[config.mk]
export PLATFORM = sky130hd
export DESIGN_NAME = fpe_host
export DESIGN_NICKNAME = d
export VERILOG_FILES = /design/src/verilog/fpe_pkg.sv /design/src/verilog/fpe_bus_cycle.sv /design/src/verilog/fpe_host.sv
export SDC_FILE = /design/constraint.sdc
export NUM_CORES = 1
export LEC_CHECK = 0
export ABC_AREA = 1
export BUFFER_PORTS_ARGS = -buffer_cell sky130_fd_sc_hd__buf_2
export CORE_ASPECT_RATIO = 1.2
export CORE_UTILIZATION = 45
export DETAILED_ROUTE_END_ITERATION = 12
export MAX_ROUTING_LAYER = met4
export PLACE_DENSITY = 0.73
export SLEW_MARGIN = 20
export SYNTH_ARGS = -nofsm -noshare
export SYNTH_HDL_FRONTEND = slang
export SYNTH_SLANG_ARGS = --single-unit
[constraint.sdc]
create_clock -name clk -period 15.7 [get_ports clk]
set_clock_uncertainty 0.1 [all_clocks]
set_input_delay 0 -clock clk [delete_from_list [all_inputs] [get_ports clk]]
set_output_delay 0 -clock clk [all_outputs]
set_load 0.02 [all_outputs]
[src/verilog/fpe_pkg.sv]
// Package for the flash program/erase host controller: timing constants, commands, states
package fpe_pkg;
    localparam int unsigned CLK_HZ             = 25_000_000;
    localparam int unsigned CLK_NS             = 40;
    // Times in their own units, as printed
    localparam int unsigned SECTOR_LOAD_US     = 100;
    localparam int unsigned CHIP_ERASE_MAX_S   = 35;
    localparam int unsigned SECTOR_ERASE_MAX_S = 12;
    localparam int unsigned PROG_BYTE_MAX_US   = 210;
    localparam int unsigned PROG_WORD_MAX_US   = 360;
    localparam int unsigned PROTECT_PULSE_US   = 10;
    localparam int unsigned UNPROTECT_PULSE_MS = 12;
    localparam int unsigned HV_TRANSITION_US   = 4;
    localparam int unsigned OE_STROBE_SETUP_US = 4;
    localparam int unsigned WE_PULSE_NS        = 55;
    localparam int unsigned WE_HIGH_NS         = 20;
    localparam int unsigned READ_ACCESS_NS     = 120;
    // Derived cycle counts: least times round up
    localparam int unsigned SECTOR_LOAD_CYC = (SECTOR_LOAD_US * 1000 + CLK_NS - 1) / CLK_NS;
    localparam int unsigned PROTECT_CYC     = (PROTECT_PULSE_US * 1000 + CLK_NS - 1) / CLK_NS;
    localparam int unsigned HV_CYC          = (HV_TRANSITION_US * 1000 + CLK_NS - 1) / CLK_NS;
    localparam int unsigned OESP_CYC        = (OE_STROBE_SETUP_US * 1000 + CLK_NS - 1) / CLK_NS;
    localparam int unsigned WE_LOW_CYC      = (WE_PULSE_NS + CLK_NS - 1) / CLK_NS;
    localparam int unsigned WE_HIGH_CYC     = (WE_HIGH_NS + CLK_NS - 1) / CLK_NS;
    localparam int unsigned READ_CYC        = (READ_ACCESS_NS + CLK_NS - 1) / CLK_NS + 1;
    // Long counts; the erase and unprotect ones are defaults of top-level parameters
    localparam longint unsigned UNPROTECT_CYC    = (64'(UNPROTECT_PULSE_MS) * 1_000_000 + CLK_NS - 1) / CLK_NS;
    localparam longint unsigned CHIP_ERASE_CYC   = 64'(CHIP_ERASE_MAX_S) * CLK_HZ;
    localparam longint unsigned SECTOR_ERASE_CYC = 64'(SECTOR_ERASE_MAX_S) * CLK_HZ;
    localparam longint unsigned PROG_BYTE_CYC    = 64'(PROG_BYTE_MAX_US) * 1000 / CLK_NS;
    localparam longint unsigned PROG_WORD_CYC    = 64'(PROG_WORD_MAX_US) * 1000 / CLK_NS;
    // Bit positions in the status byte
    localparam int unsigned POLL_BIT   = 7;
    localparam int unsigned TOGGLE_BIT = 6;
    localparam int unsigned TIMER_BIT  = 3;
    // Unlock and command codes of the standard command set
    localparam logic [15:0] UNLOCK_ADDR1 = 16'h0555;
    localparam logic [15:0] UNLOCK_ADDR2 = 16'h02AA;
    localparam logic [7:0]  UNLOCK_DATA1 = 8'hAA;
    localparam logic [7:0]  UNLOCK_DATA2 = 8'h55;
    localparam logic [7:0]  CMD_PROGRAM  = 8'hA0;
    localparam logic [7:0]  CMD_ERASE    = 8'h80;
    localparam logic [7:0]  CMD_CHIP     = 8'h10;
    localparam logic [7:0]  CMD_SECTOR   = 8'h30;
    localparam int unsigned SEQ_LEN      = 6;
    localparam logic [2:0]  SEQ_PROG_LEN = 3'h4;
    localparam int unsigned SECTOR_SHIFT = 12;
    localparam int unsigned COUNT_W      = 32;

    typedef enum logic [2:0] {
        FPE_OP_PROGRAM   = 3'b000,
        FPE_OP_CHIP      = 3'b001,
        FPE_OP_SECTOR    = 3'b010,
        FPE_OP_PROTECT   = 3'b011,
        FPE_OP_UNPROTECT = 3'b100
    } fpe_op_t;

    typedef enum logic [3:0] {
        FPE_IDLE    = 4'b0000,
        FPE_CMD     = 4'b0001,
        FPE_MORE    = 4'b0010,
        FPE_POLL    = 4'b0011,
        FPE_POLL2   = 4'b0100,
        FPE_HV      = 4'b0101,
        FPE_PULSE   = 4'b0110,
        FPE_DONE    = 4'b0111,
        FPE_SECWAIT = 4'b1000
    } fpe_state_t;
endpackage

[src/verilog/fpe_bus_cycle.sv]
// One write or read cycle on the asynchronous flash bus
`timescale 1ns/1ps
`default_nettype none
module fpe_bus_cycle
    import fpe_pkg::*;
#(
    parameter int unsigned DW = 16
) (
    input  wire logic          clk,
    input  wire logic          rst_n,
    input  wire logic          start,
    input  wire logic          is_write,
    input  wire logic [DW-1:0] wdata,
    input  wire logic [DW-1:0] data_in,
    output logic               busy,
    output logic               done,
    output logic [DW-1:0]      rdata,
    output logic               ce_n,
    output logic               oe_n,
    output logic               we_n,
    output logic               data_oe
);
    logic [7:0]    cnt_reg, cnt_next;
    logic [1:0]    ph_reg, ph_next;
    logic          wr_reg, wr_next;
    logic [DW-1:0] rd_reg, rd_next;

    // Phase 1 strobe low (or OE low), phase 2 recovery high
    always_comb begin
        cnt_next = cnt_reg;
        ph_next  = ph_reg;
        wr_next  = wr_reg;
        rd_next  = rd_reg;
        done     = 1'b0;
        unique case (ph_reg)
            2'd0: begin
                if (start) begin
                    ph_next  = 2'd1;
                    wr_next  = is_write;
                    cnt_next = is_write ? 8'(WE_LOW_CYC) : 8'(READ_CYC);
                end
            end
            2'd1: begin
                if (cnt_reg == 8'h01) begin
                    ph_next  = 2'd2;
                    cnt_next = 8'(WE_HIGH_CYC);
                    // Sample read data at end of the access; data pins are synchronised upstream
                    if (!wr_reg) rd_next = data_in;
                end else begin
                    cnt_next = cnt_reg - 8'h01;
                end
            end
            default: begin
                if (cnt_reg <= 8'h01) begin
                    ph_next = 2'd0;
                    done    = 1'b1;
                end else begin
                    cnt_next = cnt_reg - 8'h01;
                end
            end
        endcase
    end

    always_ff @(posedge clk or negedge rst_n) begin
        if (!rst_n) begin
            cnt_reg <= 8'h00;
            ph_reg  <= 2'd0;
            wr_reg  <= 1'b0;
            rd_reg  <= '0;
        end else begin
            cnt_reg <= cnt_next;
            ph_reg  <= ph_next;
            wr_reg  <= wr_next;
            rd_reg  <= rd_next;
        end
    end

    assign busy    = (ph_reg != 2'd0);
    assign rdata   = rd_reg;
    assign ce_n    = !(ph_reg != 2'd0);
    assign we_n    = !((ph_reg == 2'd1) && wr_reg);
    assign oe_n    = !((ph_reg == 2'd1) && !wr_reg);
    // Keep driving data through recovery so hold time is met
    assign data_oe = (ph_reg != 2'd0) && wr_reg;
endmodule
`default_nettype wire

[src/verilog/fpe_host.sv]
// Host controller that runs program, erase and protect sequences on a parallel NOR flash
// Overview of operation
// - Extra sector addresses must follow within the 100 us load window before erasing starts.
// - The protect pulse holds write strobe low for at least 10 us.
// - The unprotect pulse holds write strobe low for at least 12 ms.
// - The host raises high voltage on OE and A9 together and waits 8 us, the 4 us transition plus 4 us OE setup, before the strobe.
`timescale 1ns/1ps
`default_nettype none
module fpe_host
    import fpe_pkg::*;
#(
    parameter int unsigned    AW            = 19,
    parameter int unsigned    DW            = 16,
    parameter longint unsigned CHIP_TMO     = CHIP_ERASE_CYC,
    parameter longint unsigned SECTOR_TMO   = SECTOR_ERASE_CYC,
    parameter longint unsigned UNPROT_CYC   = UNPROTECT_CYC
) (
    input  wire logic          clk,
    input  wire logic          nrst,
    input  wire logic          req,
    input  wire fpe_op_t       op,
    input  wire logic          word_mode,
    input  wire logic [AW-1:0] addr,
    input  wire logic [DW-1:0] wdata,
    input  wire logic          more_valid,
    input  wire logic [AW-1:0] more_addr,
    output logic               more_ready,
    output logic               ready,
    output logic               done,
    output logic               ok,
    output logic               timeout,
    output logic [AW-1:0]      flash_addr,
    output logic [DW-1:0]      flash_dq_out,
    output logic               flash_dq_oe,
    input  wire logic [DW-1:0] flash_dq_in,
    output logic               flash_ce_n,
    output logic               flash_oe_n,
    output logic               flash_we_n,
    output logic               flash_hv_oe,
    output logic               flash_hv_a9
);
    ////////////////////////////////////////////////////////////////////////////
    // Reset release and pin synchronisers
    logic          rs1_reg, rs2_reg;
    logic [DW-1:0] dq1_reg, dq2_reg;
    logic          rst_n;
    always_ff @(posedge clk or negedge nrst) begin
        if (!nrst) begin
            rs1_reg <= 1'b0;
            rs2_reg <= 1'b0;
        end else begin
            rs1_reg <= 1'b1;
            rs2_reg <= rs1_reg;
        end
    end
    assign rst_n = rs2_reg;

    // Data pins come from outside the clock domain
    always_ff @(posedge clk or negedge rst_n) begin
        if (!rst_n) begin
            dq1_reg <= '0;
            dq2_reg <= '0;
        end else begin
            dq1_reg <= flash_dq_in;
            dq2_reg <= dq1_reg;
        end
    end

    ////////////////////////////////////////////////////////////////////////////
    // Bus cycle engine
    logic          cyc_start, cyc_write, cyc_busy, cyc_done;
    logic [DW-1:0] cyc_wdata, cyc_rdata;
    logic          cyc_ce_n, cyc_oe_n, cyc_we_n, cyc_doe;

    fpe_bus_cycle #(.DW(DW)) u_cyc (
        .clk      (clk),
        .rst_n    (rst_n),
        .start    (cyc_start),
        .is_write (cyc_write),
        .wdata    (cyc_wdata),
        .data_in  (dq2_reg),
        .busy     (cyc_busy),
        .done     (cyc_done),
        .rdata    (cyc_rdata),
        .ce_n     (cyc_ce_n),
        .oe_n     (cyc_oe_n),
        .we_n     (cyc_we_n),
        .data_oe  (cyc_doe)
    );

    ////////////////////////////////////////////////////////////////////////////
    // Sequencer state
    fpe_state_t           st_reg, st_next;
    fpe_op_t              op_reg, op_next;
    logic [2:0]           idx_reg, idx_next;
    logic [AW-1:0]        a_reg, a_next, fa_reg, fa_next;
    logic [DW-1:0]        d_reg, d_next, fd_reg, fd_next;
    logic [COUNT_W+7:0]   tmr_reg, tmr_next;
    logic [COUNT_W+7:0]   tmo_reg, tmo_next;
    logic [DW-1:0]        s1_reg, s1_next;
    logic                 hv_reg, hv_next, ok_reg, ok_next, to_reg, to_next;
    logic                 done_reg, done_next, word_reg, word_next;
    logic [AW-1:0]        seq_a;
    logic [7:0]           seq_d;
    logic [2:0]           seq_len;
    logic                 poll_true, still_toggling;

    // Command table for the unlock sequences
    always_comb begin
        seq_a = AW'(UNLOCK_ADDR1);
        seq_d = UNLOCK_DATA1;
        unique case (idx_reg)
            3'd0: begin seq_a = AW'(UNLOCK_ADDR1); seq_d = UNLOCK_DATA1; end
            3'd1: begin seq_a = AW'(UNLOCK_ADDR2); seq_d = UNLOCK_DATA2; end
            3'd2: begin
                seq_a = AW'(UNLOCK_ADDR1);
                seq_d = (op_reg == FPE_OP_PROGRAM) ? CMD_PROGRAM : CMD_ERASE;
            end
            3'd3: begin
                seq_a = (op_reg == FPE_OP_PROGRAM) ? a_reg : AW'(UNLOCK_ADDR1);
                seq_d = (op_reg == FPE_OP_PROGRAM) ? d_reg[7:0] : UNLOCK_DATA1;
            end
            3'd4: begin seq_a = AW'(UNLOCK_ADDR2); seq_d = UNLOCK_DATA2; end
            default: begin
                // sector chosen by upper address lines
                seq_a = (op_reg == FPE_OP_SECTOR) ? a_reg : AW'(UNLOCK_ADDR1);
                seq_d = (op_reg == FPE_OP_SECTOR) ? CMD_SECTOR : CMD_CHIP;
            end
        endcase
    end
    // program is one command, no host verify
    assign seq_len = (op_reg == FPE_OP_PROGRAM) ? SEQ_PROG_LEN : 3'(SEQ_LEN);

    // programming is done when polling bit shows true data
    // erase is done when polling bit reads one
    assign poll_true = (op_reg == FPE_OP_PROGRAM) ? (cyc_rdata[POLL_BIT] == d_reg[POLL_BIT])
                                                  : cyc_rdata[POLL_BIT];
    // compare toggle bit over two successive reads
    assign still_toggling = (cyc_rdata[TOGGLE_BIT] != s1_reg[TOGGLE_BIT]);

    // Main sequencer
    always_comb begin
        st_next   = st_reg;
        op_next   = op_reg;
        idx_next  = idx_reg;
        a_next    = a_reg;
        d_next    = d_reg;
        fa_next   = fa_reg;
        fd_next   = fd_reg;
        tmr_next  = tmr_reg;
        tmo_next  = tmo_reg;
        s1_next   = s1_reg;
        hv_next   = hv_reg;
        ok_next   = ok_reg;
        to_next   = to_reg;
        word_next = word_reg;
        done_next = 1'b0;
        cyc_start = 1'b0;
        cyc_write = 1'b1;
        cyc_wdata = fd_reg;
        more_ready = 1'b0;
        if (tmo_reg != '0) tmo_next = tmo_reg - 1'b1;
        unique case (st_reg)
            FPE_IDLE: begin
                if (req) begin
                    op_next   = op;
                    a_next    = addr;
                    d_next    = wdata;
                    word_next = word_mode;
                    idx_next  = 3'd0;
                    ok_next   = 1'b0;
                    to_next   = 1'b0;
                    if (op == FPE_OP_PROTECT || op == FPE_OP_UNPROTECT) begin
                        // raise high voltage, wait for transition and OE setup
                        hv_next  = 1'b1;
                        fa_next  = addr;
                        tmr_next = (COUNT_W+8)'(HV_CYC + OESP_CYC);
                        st_next  = FPE_HV;
                    end else begin
                        st_next = FPE_CMD;
                    end
                end
            end
            FPE_CMD: begin
                if (!cyc_busy) begin
                    fa_next   = seq_a;
                    fd_next   = (idx_reg == 3'd3 && op_reg == FPE_OP_PROGRAM) ? d_reg : DW'(seq_d);
                    cyc_wdata = fd_next;
                    cyc_start = 1'b1;
                    st_next   = FPE_SECWAIT;
                end
            end
            FPE_SECWAIT: begin
                if (cyc_done) begin
                    if (idx_reg == seq_len - 3'd1) begin
                        // chip erase time-out sector erase program
                        unique case (op_reg)
                            FPE_OP_CHIP:    tmo_next = (COUNT_W+8)'(CHIP_TMO);
                            FPE_OP_SECTOR:  tmo_next = (COUNT_W+8)'(SECTOR_TMO);
                            default:        tmo_next = word_reg ? (COUNT_W+8)'(PROG_WORD_CYC)
                                                                : (COUNT_W+8)'(PROG_BYTE_CYC);
                        endcase
                        // more sector addresses within the load window
                        tmr_next = (COUNT_W+8)'(SECTOR_LOAD_CYC);
                        st_next  = (op_reg == FPE_OP_SECTOR) ? FPE_MORE : FPE_POLL;
                    end else begin
                        idx_next = idx_reg + 3'd1;
                        st_next  = FPE_CMD;
                    end
                end
            end
            FPE_MORE: begin
                // Extra sector loads are written back to back with margin to spare
                if (tmr_reg != '0) tmr_next = tmr_reg - 1'b1;
                if (!cyc_busy && more_valid && tmr_reg > (COUNT_W+8)'(WE_LOW_CYC + WE_HIGH_CYC + 2)) begin
                    // load window timer still above one write cycle, extra sector accepted
                    more_ready = 1'b1;
                    fa_next    = more_addr;
                    fd_next    = DW'(CMD_SECTOR);
                    cyc_wdata  = DW'(CMD_SECTOR);
                    cyc_start  = 1'b1;
                // Window spent or nothing offered: a late offer must not stall the erase
                end else if (!cyc_busy) begin
                    st_next = FPE_POLL;
                end
            end
            FPE_POLL: begin
                fa_next = a_reg;
                if (!cyc_busy && !cyc_start) begin
                    cyc_write = 1'b0;
                    cyc_start = 1'b1;
                    st_next   = FPE_POLL2;
                end
            end
            FPE_POLL2: begin
                cyc_write = 1'b0;
                if (cyc_done) begin
                    s1_next = cyc_rdata;
                    // device busy, no new command is issued until status settles
                    if (poll_true && !still_toggling) begin
                        ok_next = 1'b1;
                        st_next = FPE_DONE;
                    end else if (tmo_reg == '0) begin
                        to_next = 1'b1;
                        st_next = FPE_DONE;
                    end else begin
                        st_next = FPE_POLL;
                    end
                end
            end
            FPE_HV: begin
                if (tmr_reg != '0) begin
                    tmr_next = tmr_reg - 1'b1;
                end else begin
                    tmr_next = (op_reg == FPE_OP_PROTECT) ? (COUNT_W+8)'(PROTECT_CYC)
                                                          : (COUNT_W+8)'(UNPROT_CYC);
                    st_next  = FPE_PULSE;
                end
            end
            FPE_PULSE: begin
                if (tmr_reg > (COUNT_W+8)'(1)) begin
                    tmr_next = tmr_reg - 1'b1;
                end else begin
                    // High voltage held through DONE so the strobe rises under it
                    ok_next = 1'b1;
                    st_next = FPE_DONE;
                end
            end
            FPE_DONE: begin
                // device back in array read; host is ready again
                done_next = 1'b1;
                hv_next   = 1'b0;
                st_next   = FPE_IDLE;
            end
            default: st_next = FPE_IDLE;
        endcase
    end

    always_ff @(posedge clk or negedge rst_n) begin
        if (!rst_n) begin
            st_reg   <= FPE_IDLE;
            op_reg   <= FPE_OP_PROGRAM;
            idx_reg  <= 3'd0;
            a_reg    <= '0;
            d_reg    <= '0;
            fa_reg   <= '0;
            fd_reg   <= '0;
            tmr_reg  <= '0;
            tmo_reg  <= '0;
            s1_reg   <= '0;
            hv_reg   <= 1'b0;
            ok_reg   <= 1'b0;
            to_reg   <= 1'b0;
            done_reg <= 1'b0;
            word_reg <= 1'b0;
        end else begin
            st_reg   <= st_next;
            op_reg   <= op_next;
            idx_reg  <= idx_next;
            a_reg    <= a_next;
            d_reg    <= d_next;
            fa_reg   <= fa_next;
            fd_reg   <= fd_next;
            tmr_reg  <= tmr_next;
            tmo_reg  <= tmo_next;
            s1_reg   <= s1_next;
            hv_reg   <= hv_next;
            ok_reg   <= ok_next;
            to_reg   <= to_next;
            done_reg <= done_next;
            word_reg <= word_next;
        end
    end

    ////////////////////////////////////////////////////////////////////////////
    // Pin outputs; the protect pulse drives CE and WE low for its whole length
    assign ready        = (st_reg == FPE_IDLE);
    assign done         = done_reg;
    assign ok           = ok_reg;
    assign timeout      = to_reg;
    assign flash_addr   = fa_reg;
    assign flash_dq_out = fd_reg;
    assign flash_dq_oe  = cyc_doe;
    assign flash_hv_oe  = hv_reg;
    assign flash_hv_a9  = hv_reg;
    assign flash_ce_n   = cyc_ce_n && !(st_reg == FPE_PULSE || st_reg == FPE_HV || (st_reg == FPE_DONE && hv_reg));
    assign flash_oe_n   = cyc_oe_n;
    assign flash_we_n   = cyc_we_n && (st_reg != FPE_PULSE);
endmodule
`default_nettype wire

==> impl_metrics.tcl, run 1 <==
set metrics [dict create \
    cts_buffers 17 \
    synth-seq-cells 185 \
    synth.avg_cell_area_um2 6.91 \
    yosysMostFrequentCell "nand2_1" \
    worst_slew_pin_slew_ps 933 \
    yosysUniqueCellTypes 46 \
    post-route-util_pct 53.8 \
    power.density_nw_per_um2 176 \
    cp-end-kind "flop" \
    status "completed" \
    syn_area_um2 11400 \
    holdPathStages 6 \
    antenna_found_initial 0 \
    regToRegSetupSlack_ps 12290 \
    slew_headroom_pct 37.7 \
    ys_warn_count 0 \
    grt_max_degree 74 \
    holdCritStartpoint "more_valid" \
    crit_fanout 24 \
    drt_wl_total_mm 32.0 \
    synth_common_cells "nand2_1, nor2_1, dfrtp_1, nand3_1, inv_1" \
    row_count 63 \
    synth_nets 1731 \
    grt_usage_pct 26.4 \
    cts_resized 0 \
    rr_startpoint "st_reg[0]" \
    wire_per_inst_um 15.0 \
    synthArstFlopShare_pct 100 \
    finalSetupViolCount 0 \
    ant_nets 0 \
    design.core.area_um2 24800 \
    fp.dieH_um 176 \
    synth-main-ff-cell "dfrtp_1" \
    seq_area_frac_synth_pct 40.8 \
    cp-start-kind "flop" \
    worstHoldPathType "in2reg" \
    gp_routability_congestion 0.951 \
    cts_tree "built" \
    grtUsageMet2_pct 44.8 \
    gr-usage-met3_pct 3.72 \
    dieWidth_um 147 \
    hold_violations 0 \
    dieArea_um2 25900 \
    first_iter_violations 785 \
    antenna_cells 0 \
    synth_top_area_share_pct 40.8 \
    grt_pass1_vias 11100 \
    worstPathArrival_ps 3680 \
    slew_viol_final 0 \
    cts_max_level 4 \
    hold_buffers 63 \
    rr_worst_depth 9 \
    cts_root_buf "clkbuf_16" \
    synth_area_leaders "dfrtp_1, nand2_1, nor2_1, nand3_1, inv_1" \
    grtUsageMet1_pct 31.9 \
    busiest_layer "met2" \
    r2r-end "flash_dq_out[6]" \
    synthCells 1643 \
    portBuffers 109 \
    timing.fmax_mhz 294 \
    path_clk_slew_ps 80 \
    synth_edf_count 0 \
    drt_pass1_iterations 8 \
    routed-via-count 11200 \
    synth_top_area_cell "dfrtp_1" \
    clk_latency_ps 440 \
    drt-vias-per-instance 5.27 \
    fin_crit_sh_pct 21.7 \
    drc 0 \
    nets 1882 \
    cts_buffer_depth 2 \
    rsz0062_at_grt "false" \
    ir_drop_mv 0.0948 \
    boundaryPins 124 \
    setup_tns_ps 0 \
    holdPathEnd "st_reg[2]" \
    area_delta_synth_final_pct 17.3 \
    path_class "reg2reg" \
    cap_viol_max_count 0 \
    min_period_ps 3410 \
    grt_pass1_wl_mm 53.3 \
    postCtsSetupRepairBufs 0 \
    drive_above_1_share_pct 11.0 \
    clock-sinks 185 \
    required_ps 15970 \
    grt-ovfl-total 0 \
    leakage_nw 6.81 \
    dp_hpwl_mm 22.5 \
    start_util_pct 45.9 \
]
[where the power goes]
part           internal [mW]  total [mW]  switching, mW  leakage (nW)
combinational          0.350        1.17          0.816          4.21
clock                  0.228       0.438          0.210         0.293
sequential             0.619       0.743          0.124          2.31
[cell usage in the layout, fill, tap and decap left out, drive strengths merged, types with 27 or more instances in the layout]
master         n
inv          159
dlygate4sd3   63
buf          113
dfrtp        185
a21oi         27
nor2         256
nand4         42
xor2          35
nand2        550
o21ai        116
nand3        149
[kinds of logic (layout without fill, tap and decap cells)]
group | Yosys count | count (layout) | synth area share (%)
multiplexers | 1 | 1 | 0.0992
flip-flops | 185 | 185 | 40.8
buffers and inverters | 196 | 359 | 7.27
other | 1 | 1 | 0.0330
XOR/XNOR | 55 | 55 | 4.24
AO/OA/AOI/OAI | 170 | 170 | 8.20
adder cells (fa/ha/maj) | 10 | 10 | 1.10
AND/OR/NAND/NOR | 1025 | 1025 | 38.3
[worst max-delay path: stages, from the launching register on]
cell     delay (ps)
dfrtp_1         690
nor2_2          270
nand2_1         340
nor2_4          640
inv_1           250
a21oi_1         230
nand2_1         440
inv_1           230
nand2_1          80
nand2_1          70
[final cells by class]
| type | instances | area (um^2) |
|---|---|---|
| clock buffer | 17 | 425 |
| clock inverter | 14 | 171 |
| fill | 2363 | 11400 |
| inverter | 152 | 571 |
| multi-input combinational | 1262 | 5910 |
| sequential | 185 | 4630 |
| tap | 325 | 407 |
| timing repair buffer | 176 | 1210 |
[worst max-delay path by stage]
stage | slack, ps | startpoint | cells after the start | endpoint
after CTS | 12330 | st_reg[0] | 9 | flash_dq_out[6]
after global routing | 11980 | st_reg[0] | 7 | flash_dq_out[5]
after detailed placement | 12340 | st_reg[0] | 9 | flash_dq_out[6]
after floorplan | 10060 | rs2_reg | 0 | a_reg[0]
final | 12290 | st_reg[0] | 9 | flash_dq_out[6]
after global placement | 12390 | st_reg[0] | 9 | flash_dq_out[0]
[metal layers]
| metal | up-vias | wire length [um] |
|---|---|---|
| li1 | 5564 | - |
| met1 | 5251 | 13400 |
| met2 | 369 | 16200 |
| met3 | 57 | 1690 |
| met4 | 0 | 714 |
| met5 | - | 0 |
[per-stage QoR]
| stage | cells | cell area [um^2] | hold WS [ps] | power [mW] | setup slack, ps |
|---|---|---|---|---|---|
| 2_1_floorplan | 1643 | 11400 | -396 | 1.62 | 10060 |
| 3_3_place_gp | 2037 | 12100 | -314 | 1.86 | 12390 |
| 3_5_place_dp | 2037 | 12100 | -307 | 1.89 | 12340 |
| 4_1_cts | 2131 | 13300 | 55.1 | 2.35 | 12330 |
| 5_1_grt | 2131 | 13300 | 110 | 2.54 | 11980 |
| 6_report | 2131 | 13300 | 75.8 | 2.35 | 12290 |
Note: power is estimated with default switching activity, not from simulation.
==> run 2: changes to the inputs <==
==> constraint.sdc (replaced) <==
create_clock -name clk -period 3.3 [get_ports clk]
set_clock_uncertainty 0.1 [all_clocks]
set_input_delay 0 -clock clk [delete_from_list [all_inputs] [get_ports clk]]
set_output_delay 0 -clock clk [all_outputs]
set_load 0.02 [all_outputs]
==> run 2 against run 1 <==
  * Total power rose to 4.8 times the previous value
  * Worst setup slack worse by 12000 ps
  * First-iteration DRC count is 14% lower
  * Register-to-register slack worse by 12000 ps
  * Maximum frequency grew 26%
  * Design area up 1.2%
  * Largest power group unchanged
==> impl_metrics.tcl, run 2 (synthesis results as in run 1) <==
set metrics [dict create \
    dieArea_um2 25900 \
    power_switching_mw 5.54 \
    boundaryPins 124 \
    crit_fanout 18 \
    slew_viol_final 0 \
    worstHoldPathType "in2reg" \
    min_period_ps 2700 \
    drt_pass1_iterations 6 \
    cp-end-kind "flop" \
    layout_commonest_cell "nand2_1" \
    grt_max_degree 77 \
    dpl_cell_area_um2 12200 \
    holdCritStartpoint "more_valid" \
    cts_buffers 17 \
    worst_slew_pin_slew_ps 804 \
    status "completed" \
    setup_tns_ps 0 \
    swShare_pct 49.2 \
    path_clk_slew_ps 80 \
    routed-via-count 11300 \
    row_count 63 \
    cts_buffer_depth 2 \
    cts_root_buf "clkbuf_16" \
    start_util_pct 45.9 \
    leakage_nw 6.89 \
    clock-sinks 185 \
    finalInstanceArea_um2 13500 \
    seqPwrFrac_pct 31.3 \
    slew_headroom_pct 46.4 \
    combinationalPowerShare_pct 50.3 \
    cp-start-kind "flop" \
    drive_above_1_share_pct 11.9 \
    dp_hpwl_mm 22.8 \
    grt_usage_pct 26.4 \
    worstPathArrival_ps 2960 \
    hold_buffers 64 \
    antenna_cells 0 \
    layout_common_cells "nand2_1, nor2_1, dfrtp_1" \
    area_delta_synth_final_pct 18.7 \
    rsz0062_at_grt "false" \
    nets 1901 \
    wire_per_inst_um 14.9 \
    clk_latency_ps 440 \
    finalSetupViolCount 0 \
    cts_max_level 4 \
    drt_wl_total_mm 32.1 \
    ir_drop_mv 0.469 \
    cts_resized 0 \
    hold_violations 0 \
    postCtsSetupRepairBufs 0 \
    grt_pass1_wl_mm 53.5 \
    portBuffers 109 \
    intPower_mw 5.73 \
    dieWidth_um 147 \
    hold_ws_ps 58.0 \
    gp_routability_congestion 0.942 \
    ant_nets 0 \
    drt-vias-per-instance 5.26 \
    power.density_nw_per_um2 836 \
    cap_viol_max_count 0 \
    required_ps 3560 \
    grt-ovfl-total 0 \
    design.core.area_um2 24800 \
    power_frac_clock_pct 18.4 \
    regToRegSetupSlack_ps 600 \
    path_class "reg2reg" \
    cts_tree "built" \
    holdPathEnd "st_reg[2]" \
    holdPathStages 6 \
    rr_worst_depth 9 \
    drc 0 \
    rr_startpoint "st_reg[0]" \
    first_iter_violations 674 \
    antenna_found_initial 0 \
    fillers 2368 \
    fin_crit_sh_pct 81.9 \
    timing.fmax_mhz 370 \
    fp.dieH_um 176 \
    r2r-end "flash_dq_out[15]" \
    grt_pass1_vias 11200 \
]
-- run 2: cell types whose count changed in the layout (fill, tap and decap cells not counted), sizes merged --
cell,change
buf,+18
bufinv,-1
clkinv,+1
clkinvlp,+3
dlygate4sd3,+1
inv,-2
-- run 2: final cells by class --
class / count / area (um^2) / share of cell area, %
inverter: 152 / 571 / 4.23
tap: 325 / 407 / 3.02
clock inverter: 15 / 170 / 1.26
clock buffer: 17 / 425 / 3.16
timing repair buffer: 195 / 1360 / 10.1
multi-input combinational: 1262 / 5910 / 43.8
sequential: 185 / 4630 / 34.4
-- run 2: power groups by stage --
stage | clock network [mW] | logic [mW] | registers [mW]
after floorplan | 0 | 4.12 | 3.60
after global placement | 0 | 5.42 | 3.53
after detailed placement | 0 | 5.53 | 3.54
after global routing | 2.20 | 6.36 | 3.61
after CTS | 2.11 | 5.62 | 3.51
final | 2.07 | 5.66 | 3.53
-- run 2: critical path: stages, from the launching register on --
cell,delay (ps)
dfrtp_1,680
nor2_2,260
nand2_1,330
nor2_4,300
inv_1,150
a21oi_1,190
nand2_1,110
inv_1,80
nand2_1,170
o21ai_0,240
-- run 2: how the worst max path moves through the flow --
stage,from,to,slack (ps),depth (start not counted)
3_3_place_gp,st_reg[0],flash_dq_out[9],680,9
4_1_cts,st_reg[0],flash_dq_out[9],580,9
3_5_place_dp,st_reg[0],flash_dq_out[9],600,9
6_report,st_reg[0],flash_dq_out[15],600,9
2_1_floorplan,rs2_reg,a_reg[0],150,0
5_1_grt,idx_reg[0],flash_addr[15],320,12
-- run 2: through the flow --
stage	setup slack [ps]	power [mW]	cells	utilization, %
3_3_place_gp	680	8.95	2055	49.5
3_5_place_dp	600	9.07	2055	49.5
5_1_grt	322	12.2	2151	54.5
2_1_floorplan	147	7.72	1643	-
4_1_cts	583	11.2	2151	54.5
6_report	596	11.3	2151	54.5
-- run 2: layer usage --
layer | GRT usage (%) | vias up | wire length [um]
li1 | - | 5592 | -
met1 | 30.7 | 5296 | 13600
met2 | 45.3 | 345 | 15900
met3 | 3.62 | 89 | 1480
met4 | 12.2 | 0 | 1160
met5 | - | - | 0
